**config.mk**
```make
export PLATFORM = sky130hd
export DESIGN_NAME = ir_remote_unit
export DESIGN_NICKNAME = d
export VERILOG_FILES = /design/src/ir_remote_pkg.sv /design/src/ir_remote_unit.sv
export SDC_FILE = /design/constraint.sdc
export NUM_CORES = 1
export LEC_CHECK = 0
export BUFFER_PORTS_ARGS = -buffer_cell sky130_fd_sc_hd__buf_4
export CORE_ASPECT_RATIO = 1.2
export CORE_MARGIN = 10
export CORE_UTILIZATION = 41
export CTS_BUF_LIST = sky130_fd_sc_hd__clkbuf_8
export CTS_CLUSTER_DIAMETER = 200
export DETAILED_ROUTE_END_ITERATION = 16
export GPL_TIMING_DRIVEN = 0
export SYNTH_ARGS = -nofsm -noshare
export SYNTH_HDL_FRONTEND = slang
export SYNTH_SLANG_ARGS = --single-unit
```
**constraint.sdc**
```tcl
create_clock -name i_ref_clk -period 3 [get_ports i_ref_clk]
set_clock_uncertainty 0.05 [all_clocks]
set_input_delay 0.9 -clock i_ref_clk [delete_from_list [all_inputs] [get_ports i_ref_clk]]
set_output_delay 0.9 -clock i_ref_clk [all_outputs]
set_load 0.02 [all_outputs]
```
**src/ir_remote_pkg.sv**
```systemverilog
// package for the infrared remote unit: register map, fields, reset values
// assumes a 32-bit avalon-mm slave with byte addresses, one word per register
package ir_remote_pkg;

	// register byte offsets
	localparam logic [4:0] CFG_OFS  = 5'h00;
	localparam logic [4:0] CAR_OFS  = 5'h04;
	localparam logic [4:0] LCNT_OFS = 5'h08;
	localparam logic [4:0] STAT_OFS = 5'h0c;
	localparam logic [4:0] MASK_OFS = 5'h10;

	// configuration fields
	localparam int EN_POS    = 0;  // unit_enable
	localparam int DIR_POS   = 1;  // direction_select, 1 = receive
	localparam int CDIV_POS  = 4;  // carrier_clock_divsel [3:0]
	localparam int LDIV_POS  = 8;  // length_clock_divsel [3:0]
	// carrier fields
	localparam int HIGH_POS  = 0;  // carrier_high_len [5:0]
	localparam int LOW_POS   = 8;  // carrier_low_len [5:0]
	// length counter fields
	localparam int LEVEL_POS = 0;  // pulse_level
	localparam int COUNT_POS = 8;  // pulse_length_count [7:0]
	// status and mask bit positions
	localparam int UNDER_POS = 0;
	localparam int RISE_POS  = 1;
	localparam int FALL_POS  = 2;

	// reset values
	localparam logic [3:0] DIV_RST   = 4'h0;
	localparam logic [5:0] LEN_RST   = 6'h00;
	localparam logic [7:0] COUNT_RST = 8'h00;
	localparam logic [2:0] FLAG_RST  = 3'h0;

	// division code with no clock
	localparam logic [3:0] DIV_RESERVED = 4'hf;
	// prescaler width covers the 1/16384 ratio
	localparam int PRE_W = 14;

endpackage

```
**src/ir_remote_unit.sv**
```systemverilog
// infrared remote unit: carrier generator, pulse length counter, modulator,
// receive edge detector, avalon-mm register slave and one level interrupt
// assumes one 20 MHz clock i_ref_clk, synchronous active-high reset i_rst
// Overview of operation
// - one receive input pin, one modulated transmit pin
// - carrier clock divided by code, 0xf reserved
// - carrier high/low last length plus one
// - written counter counts down, underflow event, stops
// - counter clock divided by own code
// - rising and falling receive edges raise separate events
// - counter readable at edge for pulse measurement
// - direction bit picks transmit or receive, enable starts
// - transmit pin shows level gated by carrier
// - receive edge needs two equal carrier samples
// - three flags, own enables, shared interrupt, write-one clear
module ir_remote_unit
	import ir_remote_pkg::*;
(
	// clock and reset
	input  wire logic        i_ref_clk,
	input  wire logic        i_rst,
	// avalon-mm slave
	input  wire logic [4:0]  i_avs_address,
	input  wire logic        i_avs_read,
	input  wire logic        i_avs_write,
	input  wire logic [31:0] i_avs_writedata,
	input  wire logic [3:0]  i_avs_byteenable,
	output logic      [31:0] o_avs_readdata,
	output logic             o_avs_waitrequest,
	// infrared pins
	input  wire logic        i_ir_rx_input,
	output logic             o_ir_tx_output,
	// interrupt
	output logic             o_irq
);

	////////////////////////////////////////////////////////////////////////////
	// functions

	// one-cycle tick of a divided clock taken from the shared prescaler
	function automatic logic div_tick(input logic [PRE_W-1:0] cnt, input logic [3:0] sel);
		logic [PRE_W-1:0] m;
		m = ~({PRE_W{1'b1}} << sel);
		return (sel != DIV_RESERVED) && (&(cnt | ~m));
	endfunction

	// byte-lane merge of a write into an old register value
	function automatic logic [31:0] merge(input logic [31:0] old, input logic [31:0] wd,
		input logic [3:0] be);
		logic [31:0] bm;
		bm = {{8{be[3]}}, {8{be[2]}}, {8{be[1]}}, {8{be[0]}}};
		return (old & ~bm) | (wd & bm);
	endfunction

	////////////////////////////////////////////////////////////////////////////
	// state

	logic             unit_enable;           // starts the chosen operation
	logic             direction_select;      // 0 transmit, 1 receive
	logic [3:0]       carrier_clock_divsel;  // carrier clock ratio code
	logic [3:0]       length_clock_divsel;   // counter clock ratio code
	logic [5:0]       carrier_high_len;      // high section minus one
	logic [5:0]       carrier_low_len;       // low section minus one
	logic             pulse_level;           // level to transmit
	logic [7:0]       pulse_length_count;    // down-counter
	logic             count_run;             // counter is counting
	logic [2:0]       flags;                 // sticky event flags
	logic [2:0]       mask;                  // flag enables
	logic [PRE_W-1:0] pre;                   // shared prescaler
	logic             car_phase;             // 1 in high section
	logic [5:0]       car_cnt;               // cycles inside a section
	logic             rx_meta;               // first synchroniser stage
	logic             rx_sync;               // second synchroniser stage
	logic             rx_sample;             // last carrier-clock sample
	logic             rx_level;              // accepted receive level

	logic             next_unit_enable;
	logic             next_direction_select;
	logic [3:0]       next_carrier_clock_divsel;
	logic [3:0]       next_length_clock_divsel;
	logic [5:0]       next_carrier_high_len;
	logic [5:0]       next_carrier_low_len;
	logic             next_pulse_level;
	logic [7:0]       next_pulse_length_count;
	logic             next_count_run;
	logic [2:0]       next_flags;
	logic [2:0]       next_mask;
	logic [PRE_W-1:0] next_pre;
	logic             next_car_phase;
	logic [5:0]       next_car_cnt;
	logic             next_rx_sample;
	logic             next_rx_level;
	logic [31:0]      next_readdata;
	logic             next_waitrequest;
	logic             next_tx;
	logic             next_irq;

	logic             cg_tick;     // carrier clock enable pulse
	logic             lc_tick;     // counter clock enable pulse
	logic             bus_go;      // access completes at this edge
	logic             wr_go;       // write takes effect at this edge
	logic             rise_evt;    // accepted rising edge
	logic             fall_evt;    // accepted falling edge
	logic             under_evt;   // counter reached zero
	logic [31:0]      cfg_word;    // current register images
	logic [31:0]      car_word;
	logic [31:0]      lcnt_word;
	logic [31:0]      wd;          // merged write value

	////////////////////////////////////////////////////////////////////////////
	// receive pin synchroniser, only the second stage is read by logic

	always_ff @(posedge i_ref_clk) begin
		if (i_rst) begin
			rx_meta <= 1'b0;
			rx_sync <= 1'b0;
		end else begin
			rx_meta <= i_ir_rx_input;
			rx_sync <= rx_meta;
		end
	end

	////////////////////////////////////////////////////////////////////////////
	// next-state logic of the whole unit

	always_comb begin
		// register images for reads and merges
		cfg_word = '0;
		cfg_word[EN_POS] = unit_enable;
		cfg_word[DIR_POS] = direction_select;
		cfg_word[CDIV_POS +: 4] = carrier_clock_divsel;
		cfg_word[LDIV_POS +: 4] = length_clock_divsel;
		car_word = '0;
		car_word[HIGH_POS +: 6] = carrier_high_len;
		car_word[LOW_POS +: 6] = carrier_low_len;
		lcnt_word = '0;
		// receive mode reads the accepted pin level
		lcnt_word[LEVEL_POS] = direction_select ? rx_level : pulse_level;
		lcnt_word[COUNT_POS +: 8] = pulse_length_count;

		// bus handshake: answer one cycle after the request is seen
		bus_go = (i_avs_read || i_avs_write) && !o_avs_waitrequest;
		wr_go = i_avs_write && !o_avs_waitrequest;
		next_waitrequest = !((i_avs_read || i_avs_write) && o_avs_waitrequest);
		next_readdata = o_avs_readdata;
		if (i_avs_read && o_avs_waitrequest) begin
			unique case (i_avs_address)
				CFG_OFS:  next_readdata = cfg_word;
				CAR_OFS:  next_readdata = car_word;
				LCNT_OFS: next_readdata = lcnt_word;
				STAT_OFS: next_readdata = {29'h0000_0000, flags};
				MASK_OFS: next_readdata = {29'h0000_0000, mask};
				default:  next_readdata = 32'h0000_0000;  // unmapped reads zero
			endcase
		end

		// default hold
		next_unit_enable = unit_enable;
		next_direction_select = direction_select;
		next_carrier_clock_divsel = carrier_clock_divsel;
		next_length_clock_divsel = length_clock_divsel;
		next_carrier_high_len = carrier_high_len;
		next_carrier_low_len = carrier_low_len;
		next_pulse_level = pulse_level;
		next_mask = mask;
		wd = 32'h0000_0000;

		// dividers, idle at zero while disabled
		next_pre = unit_enable ? pre + 1'b1 : '0;
		cg_tick = unit_enable && div_tick(pre, carrier_clock_divsel);
		lc_tick = unit_enable && div_tick(pre, length_clock_divsel);

		// carrier generator
		next_car_phase = car_phase;
		next_car_cnt = car_cnt;
		if (!unit_enable) begin
			next_car_phase = 1'b1;
			next_car_cnt = '0;
		end else if (cg_tick) begin
			if (car_cnt == (car_phase ? carrier_high_len : carrier_low_len)) begin
				next_car_phase = !car_phase;
				next_car_cnt = '0;
			end else begin
				next_car_cnt = car_cnt + 1'b1;
			end
		end

		// pulse length counter
		next_pulse_length_count = pulse_length_count;
		next_count_run = count_run;
		under_evt = 1'b0;
		if (unit_enable && count_run && lc_tick) begin
			next_pulse_length_count = pulse_length_count - 1'b1;
			if (pulse_length_count == 8'h01) begin
				next_count_run = 1'b0;
				under_evt = 1'b1;
			end
		end

		// receive edge detector on carrier samples
		next_rx_sample = rx_sample;
		next_rx_level = rx_level;
		rise_evt = 1'b0;
		fall_evt = 1'b0;
		if (!unit_enable || !direction_select) begin
			// track the pin so enabling raises no false edge
			next_rx_sample = rx_sync;
			next_rx_level = rx_sync;
		end else if (cg_tick) begin
			next_rx_sample = rx_sync;
			if (rx_sample == rx_sync && rx_sync != rx_level) begin
				next_rx_level = rx_sync;
				rise_evt = rx_sync;
				fall_evt = !rx_sync;
			end
		end

		// register writes
		next_flags = flags;
		if (wr_go) begin
			unique case (i_avs_address)
				CFG_OFS: begin
					wd = merge(cfg_word, i_avs_writedata, i_avs_byteenable);
					next_unit_enable = wd[EN_POS];
					next_direction_select = wd[DIR_POS];
					next_carrier_clock_divsel = wd[CDIV_POS +: 4];
					next_length_clock_divsel = wd[LDIV_POS +: 4];
				end
				CAR_OFS: begin
					wd = merge(car_word, i_avs_writedata, i_avs_byteenable);
					next_carrier_high_len = wd[HIGH_POS +: 6];
					next_carrier_low_len = wd[LOW_POS +: 6];
				end
				LCNT_OFS: begin
					wd = merge(lcnt_word, i_avs_writedata, i_avs_byteenable);
					if (i_avs_byteenable[0]) begin
						next_pulse_level = wd[LEVEL_POS];
					end
					if (i_avs_byteenable[COUNT_POS/8]) begin
						// a load restarts the count, zero leaves it stopped
						next_pulse_length_count = wd[COUNT_POS +: 8];
						next_count_run = wd[COUNT_POS +: 8] != 8'h00;
					end
				end
				STAT_OFS: begin
					if (i_avs_byteenable[0]) begin
						next_flags = flags & ~i_avs_writedata[2:0];
					end
				end
				MASK_OFS: begin
					if (i_avs_byteenable[0]) begin
						next_mask = i_avs_writedata[2:0];
					end
				end
				default: begin
					wd = 32'h0000_0000;  // unmapped writes are dropped
				end
			endcase
		end
		// a new event wins over a clear in the same cycle
		next_flags[UNDER_POS] = next_flags[UNDER_POS] | under_evt;
		next_flags[RISE_POS] = next_flags[RISE_POS] | rise_evt;
		next_flags[FALL_POS] = next_flags[FALL_POS] | fall_evt;
		next_irq = |(next_flags & next_mask);

		// modulator: carrier-gated level, low while disabled or receiving
		next_tx = next_unit_enable && unit_enable && !direction_select && pulse_level
			&& car_phase;
	end

	////////////////////////////////////////////////////////////////////////////
	// registers

	always_ff @(posedge i_ref_clk) begin
		if (i_rst) begin
			unit_enable <= 1'b0;
			direction_select <= 1'b0;
			carrier_clock_divsel <= DIV_RST;
			length_clock_divsel <= DIV_RST;
			carrier_high_len <= LEN_RST;
			carrier_low_len <= LEN_RST;
			pulse_level <= 1'b0;
			pulse_length_count <= COUNT_RST;
			count_run <= 1'b0;
			flags <= FLAG_RST;
			mask <= FLAG_RST;
			pre <= '0;
			car_phase <= 1'b1;
			car_cnt <= '0;
			rx_sample <= 1'b0;
			rx_level <= 1'b0;
			o_avs_readdata <= 32'h0000_0000;
			o_avs_waitrequest <= 1'b1;
			o_ir_tx_output <= 1'b0;
			o_irq <= 1'b0;
		end else begin
			unit_enable <= next_unit_enable;
			direction_select <= next_direction_select;
			carrier_clock_divsel <= next_carrier_clock_divsel;
			length_clock_divsel <= next_length_clock_divsel;
			carrier_high_len <= next_carrier_high_len;
			carrier_low_len <= next_carrier_low_len;
			pulse_level <= next_pulse_level;
			pulse_length_count <= next_pulse_length_count;
			count_run <= next_count_run;
			flags <= next_flags;
			mask <= next_mask;
			pre <= next_pre;
			car_phase <= next_car_phase;
			car_cnt <= next_car_cnt;
			rx_sample <= next_rx_sample;
			rx_level <= next_rx_level;
			o_avs_readdata <= next_readdata;
			o_avs_waitrequest <= next_waitrequest;
			o_ir_tx_output <= next_tx;
			o_irq <= next_irq;
		end
	end
endmodule  // ir_remote_unit

```
Word level (Yosys, flattened, before mapping):

Cells that the tools add are included.

* input bits: 46
* memory bits (writable): 0
* memories kept: 0
* ROM bits: 0
* register bits: 98
* latch bits: 0

* reduce and logical (&&, ||, !) cells: 35
* $lt $le $gt $ge: 0
* muxes and demuxes: 34
* $add $sub $neg: 3
* equality and inequality tests: 10
* bitwise logic cells: 21
* div/mod/pow operators: 0
* shift operators: 2
* multipliers: 0

Operator list (number)
* one-hot mux 16 bit (5 select lines): 1
* NOT 14 bit: 4
* bitwise OR 14 bit: 3
* AND 16 bit: 2
* two-way mux 8 bit: 4
* AND reduction 14 bit: 2
* left shift 14 x 4 -> 14 bit, first input constant: 2
* two-way mux 1 bit: 21
* two-way mux 3 bit: 6
* NOT 16 bit: 1
* bitwise OR 16 bit: 1
* adder 14 x 1 -> 14 bit, second input constant: 1
* AND 14 bit: 1
* logical AND 1 bit: 14
* AND 12 bit: 1
* two-way mux 6 bit: 2
* bitwise OR 12 bit: 1
* == test 5 x 4 -> 1 bit, second input constant: 2
* == test 8 x 1 -> 1 bit, second input constant: 1
* inequality test 4 bit, second input constant: 2
* AND reduction 2 bit: 4
* nonzero test 8 bit: 1
* subtractor 8 x 1 -> 8 bit, second input constant: 1
* adder 6 x 1 -> 6 bit, second input constant: 1
* other kinds (16): 26

Logic depth before layout (Yosys ltp):

* depth in word-level cells: 12
* mapped depth: 8
* depth with buffers taken out: 6

Worst setup path before layout:

Ideal clock, no wire load.

* kind: in2reg
* start: in i_avs_address[2]
* end: reg o_irq
* arrival: 2.285 ns
* library setup time: 0.129 ns
* stages on the path: 7
* slack: 0.536 ns
* path through: clkbuf_1 nor4_1 nand3_1 mux2i_1 nor2_1 a32oi_1 nand4_1

* cells in the longest elaborated chain, start to end: 6
* elaborated cells between the ends (all ways): 11
* classes of those cells: eq/ne: 2; mux: 4; bitwise: 4; reduce/logical: 1

RTL lines
* start, declared: line ir_remote_unit.sv:23 `input wire logic [4:0] i_avs_address,`
* == test 5 x 4 -> 1 bit: line ir_remote_unit.sv:221 `unique case (i_avs_address)`
* two-way mux 3 bit: line ir_remote_unit.sv:221
* two-way mux 3 bit: line ir_remote_unit.sv:220 `if (wr_go) begin`
* bitwise OR 1 bit (on tied branches): line ir_remote_unit.sv:261, ir_remote_unit.sv:262, ir_remote_unit.sv:263
* AND 3 bit *: line ir_remote_unit.sv:264 `next_irq = |(next_flags & next_mask);`
* OR reduction 3 bit *: line ir_remote_unit.sv:264
* end signal, assigned: line ir_remote_unit.sv:316 `o_irq <= next_irq;`
* end, declared: line ir_remote_unit.sv:34 `output logic o_irq`

Every way passes the cells marked *; elsewhere a longest branch is shown, timed or not.
A chain may end at the register's enable or synchronous reset.

Final worst setup path:

* start: in i_avs_address[4]
* end: reg pulse_length_count[6]

* cells in the longest elaborated chain, start to end: 3

RTL lines
* == test 5 x 4 -> 1 bit: line ir_remote_unit.sv:221
* two-way mux 8 bit: line ir_remote_unit.sv:221
* two-way mux 8 bit: line ir_remote_unit.sv:220
* end signal, assigned: line ir_remote_unit.sv:304 `pulse_length_count <= next_pulse_length_count;`
* end, declared: line ir_remote_unit.sv:65 `logic [7:0] pulse_length_count;`

No other way between the ends.

==> impl_metrics.tcl <==
set metrics [dict create \
    status "completed" \
    antenna_found_initial 0 \
    syn_avg_cell_area_um2 8.28 \
    cts_hold_buf 0 \
    clock-root-buffer "clkbuf_8" \
    crit_chain "buf_4 > or3_1 > nor3b_2 > nand2_1 > clkbuf_1 > a311oi_1" \
    rr_startpoint "unit_enable$_SDFF_PP0_" \
    p_leak_uw 0.00182 \
    grt_max_degree 13 \
    cp.arrival_ps 2890 \
    required_ps 3220 \
    cts_made_buffers 9 \
    cts_buffer_depth 2 \
    ys_ff_latch 82 \
    synth_compound_area_share_pct 16.6 \
    setup_slack_ps 323 \
    place_inst 688 \
    post_cts_buffers 0 \
    worst-path-buf-inv 2 \
    dieArea_um2 14600 \
    drive_gt1_share_pct 15.6 \
    critPathMaxFanout 10 \
    post_cts_resized 0 \
    grt_usage_pct 16.3 \
    worst_path_largest_cell_delay_ps 530 \
    cp-start-kind "input pin" \
    cts.clk_slew.worst_paths_ps 80 \
    seq_area_frac_synth_pct 39.4 \
    viasPerCell 5.54 \
    nNetsFinal 623 \
    vias 3902 \
    clk_latency_ps 360 \
    fin_crit_sh_pct 89.2 \
    worst_pin_slew_ps 907 \
    cp-end-kind "flop" \
    cp-startpoint "i_avs_address[4]" \
    clock_power_share_pct 36.6 \
    start_util_pct 41.8 \
    port_buffers 44 \
    clock_sinks 82 \
    syn_to_final_growth_pct 17.1 \
    nFillCells 994 \
    cts_tree "built" \
    final-seq-area_um2 1640 \
    hpwlAfterDp_mm 9.32 \
    place_ws_ps -223 \
    internal-power_uw 1450 \
    maxSlewViolCount 0 \
    cp_slowest_cell "nor3b_2" \
    yosys.area_share.simple_pct 25.2 \
    stdcell_count 704 \
    timing_worst_setup_path_type "input pin to flop" \
    timing.final.crit_period_ps 2680 \
    core_um2 9960 \
    synth_ff_type "dfxtp_1" \
    gp_congestion 0.848 \
    die_width_um 112 \
    synthXorXnorAreaFrac_pct 3.79 \
    swShare_pct 25.2 \
    pwr-share-seq_pct 56.4 \
    cap_violations 0 \
    power.density_nw_per_um2 398 \
    peakVddDrop_mv 0.235 \
    min_to "rx_sync$_SDFF_PP0_" \
    slew_headroom_pct 38.7 \
    hold_start "rx_meta$_SDFF_PP0_" \
    ff2ff_path_depth 7 \
    worst_hold_path_type "flop to flop" \
    r2r_slack_ps 420 \
    finalHoldViolCount 0 \
    ys_types 64 \
    setup_violations 0 \
    critical_path.top_delay_family "simple AND/OR/NAND/NOR gates" \
    async_flop_share_pct 0 \
    dieHeight_um 130 \
    synth-adder-area-share_pct 1.44 \
    routed_wl_mm 12.2 \
    ant_nets 0 \
    antenna_cells 0 \
    ctsHtreeMaxLevel 3 \
    hold_path_depth 1 \
    grt_pass1_vias 3813 \
    syn-instance-count 503 \
    yosys_warnings 0 \
    switching_power_uw 489 \
    wl_per_cell_um 17.3 \
    grt_pass1_wl_mm 19.3 \
    combPwrFrac_pct 7.0 \
    multiInputGateArea_um2 2320 \
    io-pin-count 81 \
    synth_top_family_by_area "simple AND/OR/NAND/NOR gates" \
    drc 0 \
    grt-ovfl-total 0 \
    rsz0062_at_grt "false" \
    timing.fmax_mhz 374 \
    num_rows 40 \
    drt_iter0_markers 266 \
    r2r-end "car_cnt[0]$_SDFFE_PP0P_" \
    synth_edf_count 0 \
    synth_mux_area_share_pct 7.03 \
    synth_area_um2 4160 \
    firstDrtPassIters 5 \
    design_area_um2 4880 \
    placed_area_um2 4710 \
]
cells in the final DEF (no fill, tap or decap), types with 13 or more instances in the layout:
cell | synthesis | final
dfxtp_1 | 82 | 82
nor2_1 | 62 | 62
buf_4 | 16 | 60
nand2_1 | 44 | 44
a21oi_1 | 36 | 36
nand3_1 | 29 | 29
mux2i_1 | 27 | 27
clkbuf_1 | 19 | 19
o21ai_0 | 18 | 18
conb_1 | 1 | 16
inv_1 | 10 | 13
cells in the mapped netlist (3+ instances only):
cell type	n	area, um^2
dfxtp_1	82	1640
nand2b_1	7	43.8
nor2b_1	5	31.3
buf_2	4	20.0
o31ai_1	5	37.5
inv_1	10	37.5
nand4_1	7	43.8
buf_4	16	120
mux2i_1	27	270
nand3_1	29	145
a31oi_1	3	18.8
and3_1	5	31.3
nand2_1	44	165
nor3_1	6	30.0
clkbuf_1	19	71.3
nor4_1	8	50.1
nor2_1	62	233
xnor2_1	6	52.6
and2_1	8	50.1
buf_1	3	11.3
xor2_1	12	105
or3_1	7	43.8
a22oi_1	12	90.1
a21oi_1	36	180
o21ai_0	18	90.1
ha_1	4	50.1
a21boi_0	3	22.5
a311oi_1	5	43.8
or4_1	5	37.5
power by group through the flow:
| stage | clock [uW] | sequential (uW) | combinational, uW |
|---|---|---|---|
| after floorplan | 0 | 1120 | 72.0 |
| after global placement | 0 | 1120 | 132 |
| after detailed placement | 0 | 1120 | 132 |
| after CTS | 732 | 1100 | 132 |
| after global routing | 769 | 1100 | 145 |
| final | 710 | 1100 | 136 |
layer usage:
layer / track usage (%) / vias to the layer above / wire, um
met4: 7.32 / 0 / 345
met5: 0 / - / 0
met1: 19.7 / 1850 / 5240
met3: 4.38 / 27 / 755
li1: - / 1914 / -
met2: 26.7 / 111 / 5870
cells by family after synthesis:
logic type,count (synthesis)
xor+xnor,18
fa+ha+maj,5
mux,29
flops,82
simple gates,209
buf+inv,53
other cells,1
compound gates,106
worst max path at each step:
stage                                             to  slack, ps  cells after the start
floorplan                           o_irq$_SDFF_PP0_        540                      7
global placement      o_avs_readdata[7]$_SDFFE_PP0P_       -210                      6
detailed placement            unit_enable$_SDFF_PP0_       -220                      6
CTS                   o_avs_readdata[7]$_SDFFE_PP0P_        150                      6
global route                 car_cnt[3]$_SDFFE_PP0P_        170                      7
finish              pulse_length_count[6]$_SDFF_PP0_        320                      6
stage by stage:
step | setup TNS [ps] | total power [uW] | hold slack, ps | utilization (%)
floorplan | 0 | 1190 | 364 | -
CTS | 0 | 1960 | 400 | 48.9
global placement | -2280 | 1250 | 367 | 47.3
detailed placement | -2500 | 1250 | 379 | 47.3
finish | 0 | 1940 | 395 | 49.0
global route | 0 | 2010 | 413 | 49.0
final cells by class:
cell class / count / share of cell area, %
Clock inverter: 6 / 0.539
Inverter: 11 / 0.847
Multi-Input combinational cell: 383 / 47.6
Tap cell: 126 / 3.23
Buffer: 42 / 4.57
Clock buffer: 10 / 2.82
Sequential cell: 82 / 33.7
Timing Repair Buffer: 44 / 6.77
worst reg2reg max path, cell delays in order (launching register included):
cell and delay (ps):
dfxtp_1 320, clkbuf_1 340, o21ai_0 140, a2111oi_0 500, nand4b_1 320, buf_2 280, o21ai_1 400, nor2_1 90
No activity file was read; power rests on OpenSTA's default activity.
